File: config.mk
export PLATFORM = sky130hd
export DESIGN_NAME = dnwc_data_nvm_ctrl
export DESIGN_NICKNAME = d
export VERILOG_FILES = /design/src/rtl/dnwc_pkg.sv /design/src/rtl/dnwc_mem_if.sv /design/src/rtl/dnwc_nvm_array.sv /design/src/rtl/dnwc_data_nvm_ctrl.sv
export SDC_FILE = /design/constraint.sdc
export NUM_CORES = 2
export LEC_CHECK = 0
export CAP_MARGIN = 15
export CORE_AREA = 3 3 400 402
export CTS_BUF_LIST = sky130_fd_sc_hd__clkbuf_8
export CTS_CLUSTER_SIZE = 25
export DETAILED_ROUTE_END_ITERATION = 7
export DIE_AREA = 0 0 403 405
export DONT_BUFFER_PORTS = 1
export PLACE_DENSITY_LB_ADDON = 0.08
export SETUP_SLACK_MARGIN = 0.2
export SLEW_MARGIN = 20
export SYNTH_ARGS = -nofsm -noshare
export SYNTH_HDL_FRONTEND = slang
export SYNTH_SLANG_ARGS = --single-unit
File: constraint.sdc
create_clock -name mclk_i -period 20.3 [get_ports mclk_i]
set_clock_uncertainty 0.15 [all_clocks]
set_input_delay 0 -clock mclk_i [delete_from_list [all_inputs] [get_ports mclk_i]]
set_output_delay 0 -clock mclk_i [all_outputs]
set_load 0.05 [all_outputs]
File: src/rtl/dnwc_pkg.sv
// Shared constants and types for the data nonvolatile write controller.
package dnwc_pkg;
    localparam int CLK_MHZ          = 40;
    localparam int POWERUP_DELAY_US = 1000;
    localparam int POWERUP_CYCLES   = POWERUP_DELAY_US * CLK_MHZ;
    localparam int ERASE_TIME_US    = 2;
    localparam int ERASE_CYCLES     = ERASE_TIME_US * CLK_MHZ;
    localparam int PROG_TIME_US     = 2;
    localparam int PROG_CYCLES      = PROG_TIME_US * CLK_MHZ;

    localparam logic [1:0] SEL_ADDR = 2'h0;
    localparam logic [1:0] SEL_BYTE = 2'h1;
    localparam logic [1:0] SEL_KEY  = 2'h2;
    localparam logic [1:0] SEL_CTRL = 2'h3;

    localparam int BIT_RD    = 0;
    localparam int BIT_WR    = 1;
    localparam int BIT_ALLOW = 2;
    localparam int BIT_ABORT = 3;
    localparam int BIT_FREE  = 4;
    localparam int BIT_CFG   = 6;
    localparam int BIT_PGM   = 7;

    localparam logic [7:0] KEY_FIRST   = 8'h55;
    localparam logic [7:0] KEY_SECOND  = 8'haa;
    localparam logic [7:0] ERASED_BYTE = 8'hff;
    localparam logic [7:0] KEY_READ    = 8'h00;

    typedef enum logic [1:0] {UNL_IDLE, UNL_HALF, UNL_ARMED} dnwc_unlock_t;
    typedef enum logic [1:0] {ENG_IDLE, ENG_ERASE, ENG_PROG} dnwc_eng_t;
endpackage

File: src/rtl/dnwc_mem_if.sv
// Array port between the controller and the nonvolatile byte array.
`timescale 1ns/100ps
`default_nettype none
interface dnwc_mem_if #(
    parameter int AW = 8,
    parameter int DW = 8
);
    logic          en;
    logic          we;
    logic [AW-1:0] addr;
    logic [DW-1:0] wdata;
    logic [DW-1:0] rdata;
    modport ctrl (output en, output we, output addr, output wdata, input rdata);
    modport mem  (input en, input we, input addr, input wdata, output rdata);
endinterface
`default_nettype wire

File: src/rtl/dnwc_nvm_array.sv
// Byte array with one port and registered read data.
`timescale 1ns/100ps
`default_nettype none
module dnwc_nvm_array #(
    parameter int DEPTH = 256
) (
    input  wire logic mclk_i,
    input  wire logic ce_i,
    dnwc_mem_if.mem   port
);
    // The cells hold their contents across resets, so they carry no reset.
    logic [7:0] cell_q [DEPTH];
    logic [7:0] rdata_q;

    always_ff @(posedge mclk_i) begin
        if (ce_i && port.en) begin
            if (port.we) begin
                cell_q[port.addr] <= port.wdata;
            end else begin
                rdata_q <= cell_q[port.addr];
            end
        end
    end

    assign port.rdata = rdata_q;
endmodule
`default_nettype wire

File: src/rtl/dnwc_data_nvm_ctrl.sv
// Unlock-gated self-timed write controller for the nonvolatile data array.
`timescale 1ns/100ps
`default_nettype none
module dnwc_data_nvm_ctrl #(
    parameter int POWERUP_CYCLES = dnwc_pkg::POWERUP_CYCLES,
    parameter int ERASE_CYCLES   = dnwc_pkg::ERASE_CYCLES,
    parameter int PROG_CYCLES    = dnwc_pkg::PROG_CYCLES
) (
    input  wire logic       mclk_i,
    input  wire logic       ce_i,
    input  wire logic       sys_rst_i,
    input  wire logic       por_i,
    input  wire logic [1:0] sfr_sel_i,
    input  wire logic       sfr_wr_i,
    input  wire logic       sfr_rd_i,
    input  wire logic [7:0] sfr_wdata_i,
    output logic      [7:0] sfr_rdata_o,
    input  wire logic       done_clr_i,
    output logic            store_done_flag_o,
    output logic            write_busy_o,
    input  wire logic       code_protect_i,
    input  wire logic       ext_req_i,
    input  wire logic       ext_we_i,
    input  wire logic [7:0] ext_addr_i,
    input  wire logic [7:0] ext_wdata_i,
    output logic            ext_ack_o,
    output logic            ext_refused_o,
    output logic      [7:0] ext_rdata_o
);
    localparam int CMAX = (ERASE_CYCLES > PROG_CYCLES) ? ERASE_CYCLES : PROG_CYCLES;
    localparam int CW   = $clog2(CMAX + 1);
    localparam int PW   = $clog2(POWERUP_CYCLES + 1);

    typedef struct packed {
        logic [7:0]            addr;
        logic [7:0]            byte_v;
        logic                  pgm;
        logic                  cfg;
        logic                  free;
        logic                  abort;
        logic                  allow;
        logic                  wr;
        logic                  rd;
        logic                  done;
        dnwc_pkg::dnwc_unlock_t unl;
        dnwc_pkg::dnwc_eng_t   eng;
        logic [CW-1:0]         cnt;
        logic [PW-1:0]         pu_cnt;
        logic                  pu_done;
        logic [7:0]            rdata;
        logic                  ext_ack;
        logic                  ext_ref;
    } dnwc_state_t;

    dnwc_state_t st_q;
    dnwc_state_t st_d;
    dnwc_mem_if #(.AW(8), .DW(8)) mem ();

    logic sfr_acc;
    logic wr_ctl;
    logic key_wr;
    logic ctl_ok;
    logic start;
    logic rd_go;
    logic erase_end;
    logic prog_end;
    logic ext_idle;
    logic ext_go;

    always_comb begin
        sfr_acc   = sfr_wr_i || sfr_rd_i;
        wr_ctl    = sfr_wr_i && (sfr_sel_i == dnwc_pkg::SEL_CTRL);
        key_wr    = sfr_wr_i && (sfr_sel_i == dnwc_pkg::SEL_KEY);
        ctl_ok    = wr_ctl && !st_q.wr;
        // The allow bit is taken from the register, never from this write.
        start     = ctl_ok && sfr_wdata_i[dnwc_pkg::BIT_WR]
                    && st_q.allow
                    && (st_q.unl == dnwc_pkg::UNL_ARMED)
                    && !st_q.pgm && !st_q.cfg
                    && st_q.pu_done;
        rd_go     = ctl_ok && sfr_wdata_i[dnwc_pkg::BIT_RD]
                    && !sfr_wdata_i[dnwc_pkg::BIT_PGM]
                    && !sfr_wdata_i[dnwc_pkg::BIT_CFG];
        erase_end = (st_q.eng == dnwc_pkg::ENG_ERASE) && (st_q.cnt == '0);
        prog_end  = (st_q.eng == dnwc_pkg::ENG_PROG) && (st_q.cnt == '0);
        ext_idle  = !st_q.ext_ack && !st_q.ext_ref;
        // External access waits while the CPU owns the array.
        ext_go    = ext_req_i && ext_idle && !code_protect_i && !st_q.wr && !rd_go;
    end

    always_comb begin
        st_d = st_q;
        mem.en    = 1'b0;
        mem.we    = 1'b0;
        mem.addr  = st_q.addr;
        mem.wdata = st_q.byte_v;
        st_d.ext_ack = 1'b0;
        st_d.ext_ref = 1'b0;

        if (!st_q.pu_done) begin
            st_d.pu_cnt = st_q.pu_cnt + 1'b1;
            if (st_q.pu_cnt == PW'(POWERUP_CYCLES - 1)) begin
                st_d.pu_done = 1'b1;
            end
        end

        if (st_q.rd) begin
            st_d.byte_v = mem.rdata;
            st_d.rd     = 1'b0;
        end

        if (sfr_rd_i) begin
            unique case (sfr_sel_i)
                dnwc_pkg::SEL_ADDR: st_d.rdata = st_q.addr;
                dnwc_pkg::SEL_BYTE: st_d.rdata = st_q.rd ? mem.rdata : st_q.byte_v;
                dnwc_pkg::SEL_KEY:  st_d.rdata = dnwc_pkg::KEY_READ;
                dnwc_pkg::SEL_CTRL: st_d.rdata = {st_q.pgm, st_q.cfg, 1'b0, st_q.free,
                                                  st_q.abort, st_q.allow, st_q.wr, st_q.rd};
            endcase
        end

        // Every access to the block is one step; a wrong one drops the tracker.
        if (sfr_acc) begin
            unique case (st_q.unl)
                dnwc_pkg::UNL_IDLE:
                    st_d.unl = (key_wr && sfr_wdata_i == dnwc_pkg::KEY_FIRST)
                               ? dnwc_pkg::UNL_HALF : dnwc_pkg::UNL_IDLE;
                dnwc_pkg::UNL_HALF:
                    st_d.unl = (key_wr && sfr_wdata_i == dnwc_pkg::KEY_SECOND)
                               ? dnwc_pkg::UNL_ARMED : dnwc_pkg::UNL_IDLE;
                dnwc_pkg::UNL_ARMED:
                    st_d.unl = dnwc_pkg::UNL_IDLE;
                default: st_d.unl = dnwc_pkg::UNL_IDLE;
            endcase
        end

        if (sfr_wr_i && !st_q.wr) begin
            unique case (sfr_sel_i)
                dnwc_pkg::SEL_ADDR: st_d.addr = sfr_wdata_i;
                dnwc_pkg::SEL_BYTE: st_d.byte_v = sfr_wdata_i;
                dnwc_pkg::SEL_KEY:  st_d.byte_v = st_d.byte_v;
                dnwc_pkg::SEL_CTRL: begin
                    st_d.pgm   = sfr_wdata_i[dnwc_pkg::BIT_PGM];
                    st_d.cfg   = sfr_wdata_i[dnwc_pkg::BIT_CFG];
                    st_d.free  = sfr_wdata_i[dnwc_pkg::BIT_FREE];
                    st_d.abort = sfr_wdata_i[dnwc_pkg::BIT_ABORT];
                    st_d.allow = sfr_wdata_i[dnwc_pkg::BIT_ALLOW];
                    if (rd_go) begin
                        st_d.rd = 1'b1;
                    end
                end
            endcase
        end

        if (rd_go) begin
            mem.en = 1'b1;
        end else if (ext_go) begin
            mem.en    = 1'b1;
            mem.we    = ext_we_i;
            mem.addr  = ext_addr_i;
            mem.wdata = ext_wdata_i;
        end
        if (ext_req_i && ext_idle && code_protect_i) begin
            st_d.ext_ref = 1'b1;
        end else if (ext_go) begin
            st_d.ext_ack = 1'b1;
        end

        // A clear in the finishing cycle loses to the hardware set.
        if (done_clr_i) begin
            st_d.done = 1'b0;
        end

        if (start) begin
            st_d.wr  = 1'b1;
            st_d.eng = dnwc_pkg::ENG_ERASE;
            st_d.cnt = CW'(ERASE_CYCLES - 1);
        end

        unique case (st_q.eng)
            dnwc_pkg::ENG_IDLE: st_d.cnt = st_d.cnt;
            dnwc_pkg::ENG_ERASE: begin
                st_d.cnt = st_q.cnt - 1'b1;
                if (erase_end) begin
                    mem.en    = 1'b1;
                    mem.we    = 1'b1;
                    mem.wdata = dnwc_pkg::ERASED_BYTE;
                    st_d.eng  = dnwc_pkg::ENG_PROG;
                    st_d.cnt  = CW'(PROG_CYCLES - 1);
                end
            end
            dnwc_pkg::ENG_PROG: begin
                st_d.cnt = st_q.cnt - 1'b1;
                if (prog_end) begin
                    mem.en     = 1'b1;
                    mem.we     = 1'b1;
                    st_d.eng   = dnwc_pkg::ENG_IDLE;
                    st_d.wr    = 1'b0;
                    st_d.done  = 1'b1;
                    st_d.abort = 1'b0;
                end
            end
            default: st_d.eng = dnwc_pkg::ENG_IDLE;
        endcase

        if (por_i) begin
            st_d = '0;
            mem.en = 1'b0;
        end else if (sys_rst_i) begin
            st_d = '0;
            st_d.pgm     = st_q.pgm;
            st_d.cfg     = st_q.cfg;
            st_d.allow   = st_q.allow;
            st_d.abort   = st_q.abort || st_q.wr;
            st_d.pu_cnt  = st_q.pu_cnt;
            st_d.pu_done = st_q.pu_done;
            mem.en = 1'b0;
        end
    end

    // Reset must act even while the clock enable holds everything else still.
    always_ff @(posedge mclk_i) begin
        if (ce_i || sys_rst_i || por_i) begin
            st_q <= st_d;
        end
    end

    dnwc_nvm_array #(.DEPTH(256)) u_array (
        .mclk_i (mclk_i),
        .ce_i   (ce_i),
        .port   (mem)
    );

    assign sfr_rdata_o       = st_q.rdata;
    assign store_done_flag_o = st_q.done;
    assign write_busy_o      = st_q.wr;
    assign ext_ack_o         = st_q.ext_ack;
    assign ext_refused_o     = st_q.ext_ref;
    assign ext_rdata_o       = mem.rdata;
endmodule
`default_nettype wire

==> out/summary.txt <==
Syn. warnings -> 0
worst hold path class -> in2reg
Setup TNS -> 0 ns
internal power -> 6.82 mW
xor and xnor area share after synthesis -> 0.00177
largest family of logic cells by synthesized area -> simple AND/OR/NAND/NOR gates
Starting Density -> 0.539
NetSw -> 2.23 mW
Syn Inst Count -> 5,779
detailed placement HPWL -> 133,000 um
Top Ports -> 56
Flop pwr share -> 0.544
Cell Pwr Density -> 97.2 nW/um2
Final min period -> 8.73 ns
crit-path max FO -> 151
ratio of cells with drive above 1 in the final layout -> 0.112
Sw Share -> 0.246
largest net degree at the start of global routing -> 203
FF+latch count, synth -> 2,118
crit start category -> flop
Post-Route WL -> 231,000 um
Hold Vio Cnt, Final -> 0
syn_nets -> 5,821
DIE HEIGHT -> 405 um
largest cells by area after synthesis -> edfxtp_1 75%, nand2_1 6.0%, mux4_2 3.3%, nand3_1 2.1%, a21oi_1 1.7%
width of the die -> 403 um
Core ar. -> 156,000 um2
power share of the combinational group -> 0.083
number of distinct library cells after synthesis -> 66
Layout Utilization -> 0.595
Reg clk slew, reported paths -> 0.06 ns
port bufs -> 0
DRT iter0 DRCs -> 5,781
sequential fraction of the synthesis area -> 0.755
drt drc -> 0
post-synthesis mux area share -> 0.0433
Layout area overhead -> 10.4%
leading area contributor after synthesis -> edfxtp_1
Slew Viols, Final -> 0
Final Cell Area -> 93,100 um2
Hold Startpoint -> ext_addr_i[2]
Post-Place Cells -> 7,559
average vias per placed instance -> 6.13
total number of vias -> 50,500
fin nets -> 5,978
post-synthesis adder-cell area fraction -> 0.000891
Leakage -> 31.1 nW
final setup fails -> 0
Syn Area/Cell -> 14.6 um2
Synth top area share -> 0.755
RSZ-0062 raised after global routing -> false
clk root buf -> clkbuf_8
worst-margin pin slew -> 1.20 ns
Reg-to-Reg End -> u_array.port.rdata[5]
Final Non-Filler Cells -> 8,244
R2R depth -> 15
Post-DP Area -> 86,100 um2
antenna-violating nets left -> 0
clock tree buffer depth -> 4
drt wl/cell -> 28.0 um
clock tree sinks -> 2,118
Max rail drop VDD -> 0.0000767 V
htree depth -> 5
TritonCTS Buffers -> 353
part of the power in the clock network -> 0.372
initial antenna violation count -> 10
FFs w/ async S/R, synth -> 0
gr usage total -> 0.281
WP data arrival -> 9.37 ns
nature of the critical path endpoint -> flop
GR Overflow Total -> 0
synthesized area -> 84,300 um2
drt first pass iters -> 7
predominant post-synthesis flop cell -> edfxtp_1
WP data required -> 20.93 ns
hold depth -> 7
Simple-Gate Fraction of Synth Area -> 0.118
Worst-Skew Late Latency -> 1.05 ns
post-CTS setup buffers -> 0
reg-to-reg slack, setup -> 11.57 ns
first-pass GRT wire length -> 334,000 um
Min Hold Slack -> 0.0877 ns
outcome -> finished clean
max_cap viols -> 0
Crit Path Category -> reg2reg
Compound-Gate Fraction of Synth Area -> 0.0580
Post-synth EDFFs -> 2,118
R2R Path Start -> write_busy_o
vias in the first global route -> 48,500
f_max -> 114 MHz
CTS tree -> built
Tcrit/Tclk final -> 0.430
hold endpoint -> u_array.port.rdata[3]
row count -> 145
Rel. slew slack -> 0.201
Die ar. -> 163,000 um2
routability cong. -> 0.856
==> area by class of cell <==
class	count	area, um2
inverter	10	37.5
clock buffer	363	5000
clock inverter	239	1120
tap	2058	2570
sequential	2118	63600
fill	12200	63300
timing repair buffer	182	1700
antenna	3	7.51
multi-input combinational	3271	19000
==> worst max-delay path: stages (launching register included) <==
cell	delay [ns]
edfxtp_1	0.87
and4b_1	0.38
a2111o_1	0.40
buf_4	0.25
a21oi_4	0.65
buf_12	0.64
buf_4	0.71
buf_4	0.81
buf_4	0.58
mux4_2	0.61
nand3_1	0.10
nand3_1	0.08
o41ai_1	0.60
dlygate4sd3_1	0.71
nand4_1	0.12
dlygate4sd3_1	0.63
==> per-stage QoR <==
step	power (mW)	setup WS [ns]
after detailed placement	5.75	12.53
after CTS	9.11	11.66
after global placement	5.74	12.56
after floorplan	5.52	13.49
final	9.05	11.57
after global routing	9.36	11.10
==> layout by cell type, fill, tap and decap left out, types with 8 or more instances in the layout <==
master / instances
nand2_1: 1344
edfxtp_1: 2118
o21ai_0: 15
buf_12: 10
buf_4: 91
a211oi_1: 26
a32oi_1: 22
and3_1: 41
xor2_1: 11
o41ai_2: 11
a221o_1: 22
clkbuf_8: 363
a32o_1: 21
nand3_1: 343
nor2_2: 9
clkinv_2: 31
nor2_1: 337
mux2i_1: 70
nand4_1: 89
nand3b_1: 36
clkinv_1: 87
inv_1: 120
a22oi_1: 46
mux4_2: 125
a31oi_1: 117
o41ai_1: 21
and2_1: 12
dlygate4sd3_1: 80
a221oi_1: 93
or4_1: 17
a21oi_1: 292
nor2b_1: 33
o211ai_1: 9
nand3_4: 8
==> worst max-delay path by stage <==
stage                 startpoint                     to  slack, ns  depth (start not counted)
finish              write_busy_o  u_array.port.rdata[5]      11.57                         15
global route        write_busy_o  u_array.port.rdata[5]      11.10                         15
CTS                 write_busy_o  u_array.port.rdata[5]      11.66                         15
detailed placement  write_busy_o  u_array.port.rdata[1]      12.53                         13
global placement    write_busy_o  u_array.port.rdata[0]      12.56                         13
floorplan           write_busy_o   u_array.cell_q[0][0]      13.49                          8
==> flip-flops by register name, summed over array words and instances, names as in the netlist <==
name	flops
ext_ack_o	1
ext_refused_o	1
sfr_rdata_o	8
st_q	50
store_done_flag_o	1
u_array.cell_q	2048
u_array.port.rdata	8
write_busy_o	1
==> logic make-up after synthesis <==
family                   count (synthesis)
AO/OA/AOI/OAI                          727
XOR/XNOR                                17
adder cells (fa/ha/maj)                  6
buffers and inverters                  390
flip-flops                            2118
multiplexers                           204
AND/OR/NAND/NOR                       2317
==> synth_stat cells, drive strengths merged (4+ instances only) <==
master   count
a2111oi      9
a211oi      29
a21oi      293
a221o       22
a221oi      93
a22oi       46
a31oi      117
a32o        21
a32oi       22
a41o         7
and2        12
and3        41
and4         7
buf        225
clkbuf     155
edfxtp    2118
ha           6
inv         10
mux2         4
mux2i       75
mux4       125
nand2     1351
nand2b       6
nand3      353
nand3b      36
nand4       89
nor2       346
nor2b       33
nor3         6
nor4         4
o211ai       9
o21ai       15
o31ai        4
o41ai       32
or3          4
or4         17
xnor2        6
xor2        11
==> metal layers <==
layer / wire length (um) / part of all wire / track usage / vias up
met4: 9230 / 0.040 / 0.115 / 0
met5: 0 / 0 / 0 / -
met1: 93700 / 0.41 / 0.395 / 25400
met3: 22500 / 0.097 / 0.0721 / 410
met2: 105000 / 0.46 / 0.423 / 2436
li1: - / - / - / 22200
==> what timing repair did <==
item,CTS,global route
endpoints found under the hold margin,670,0
setup endpoints to repair,0,0
resized for setup,0,0
hold buffers,80,0
==> power groups by stage <==
stage	clock network, mW	registers, mW	logic, mW
after detailed placement	0	5.02	0.733
after global placement	0	5.02	0.723
final	3.37	4.93	0.754
after CTS	3.43	4.93	0.752
after global routing	3.63	4.92	0.806
after floorplan	0	5.07	0.452
Note: power is estimated with default switching activity, not from simulation.
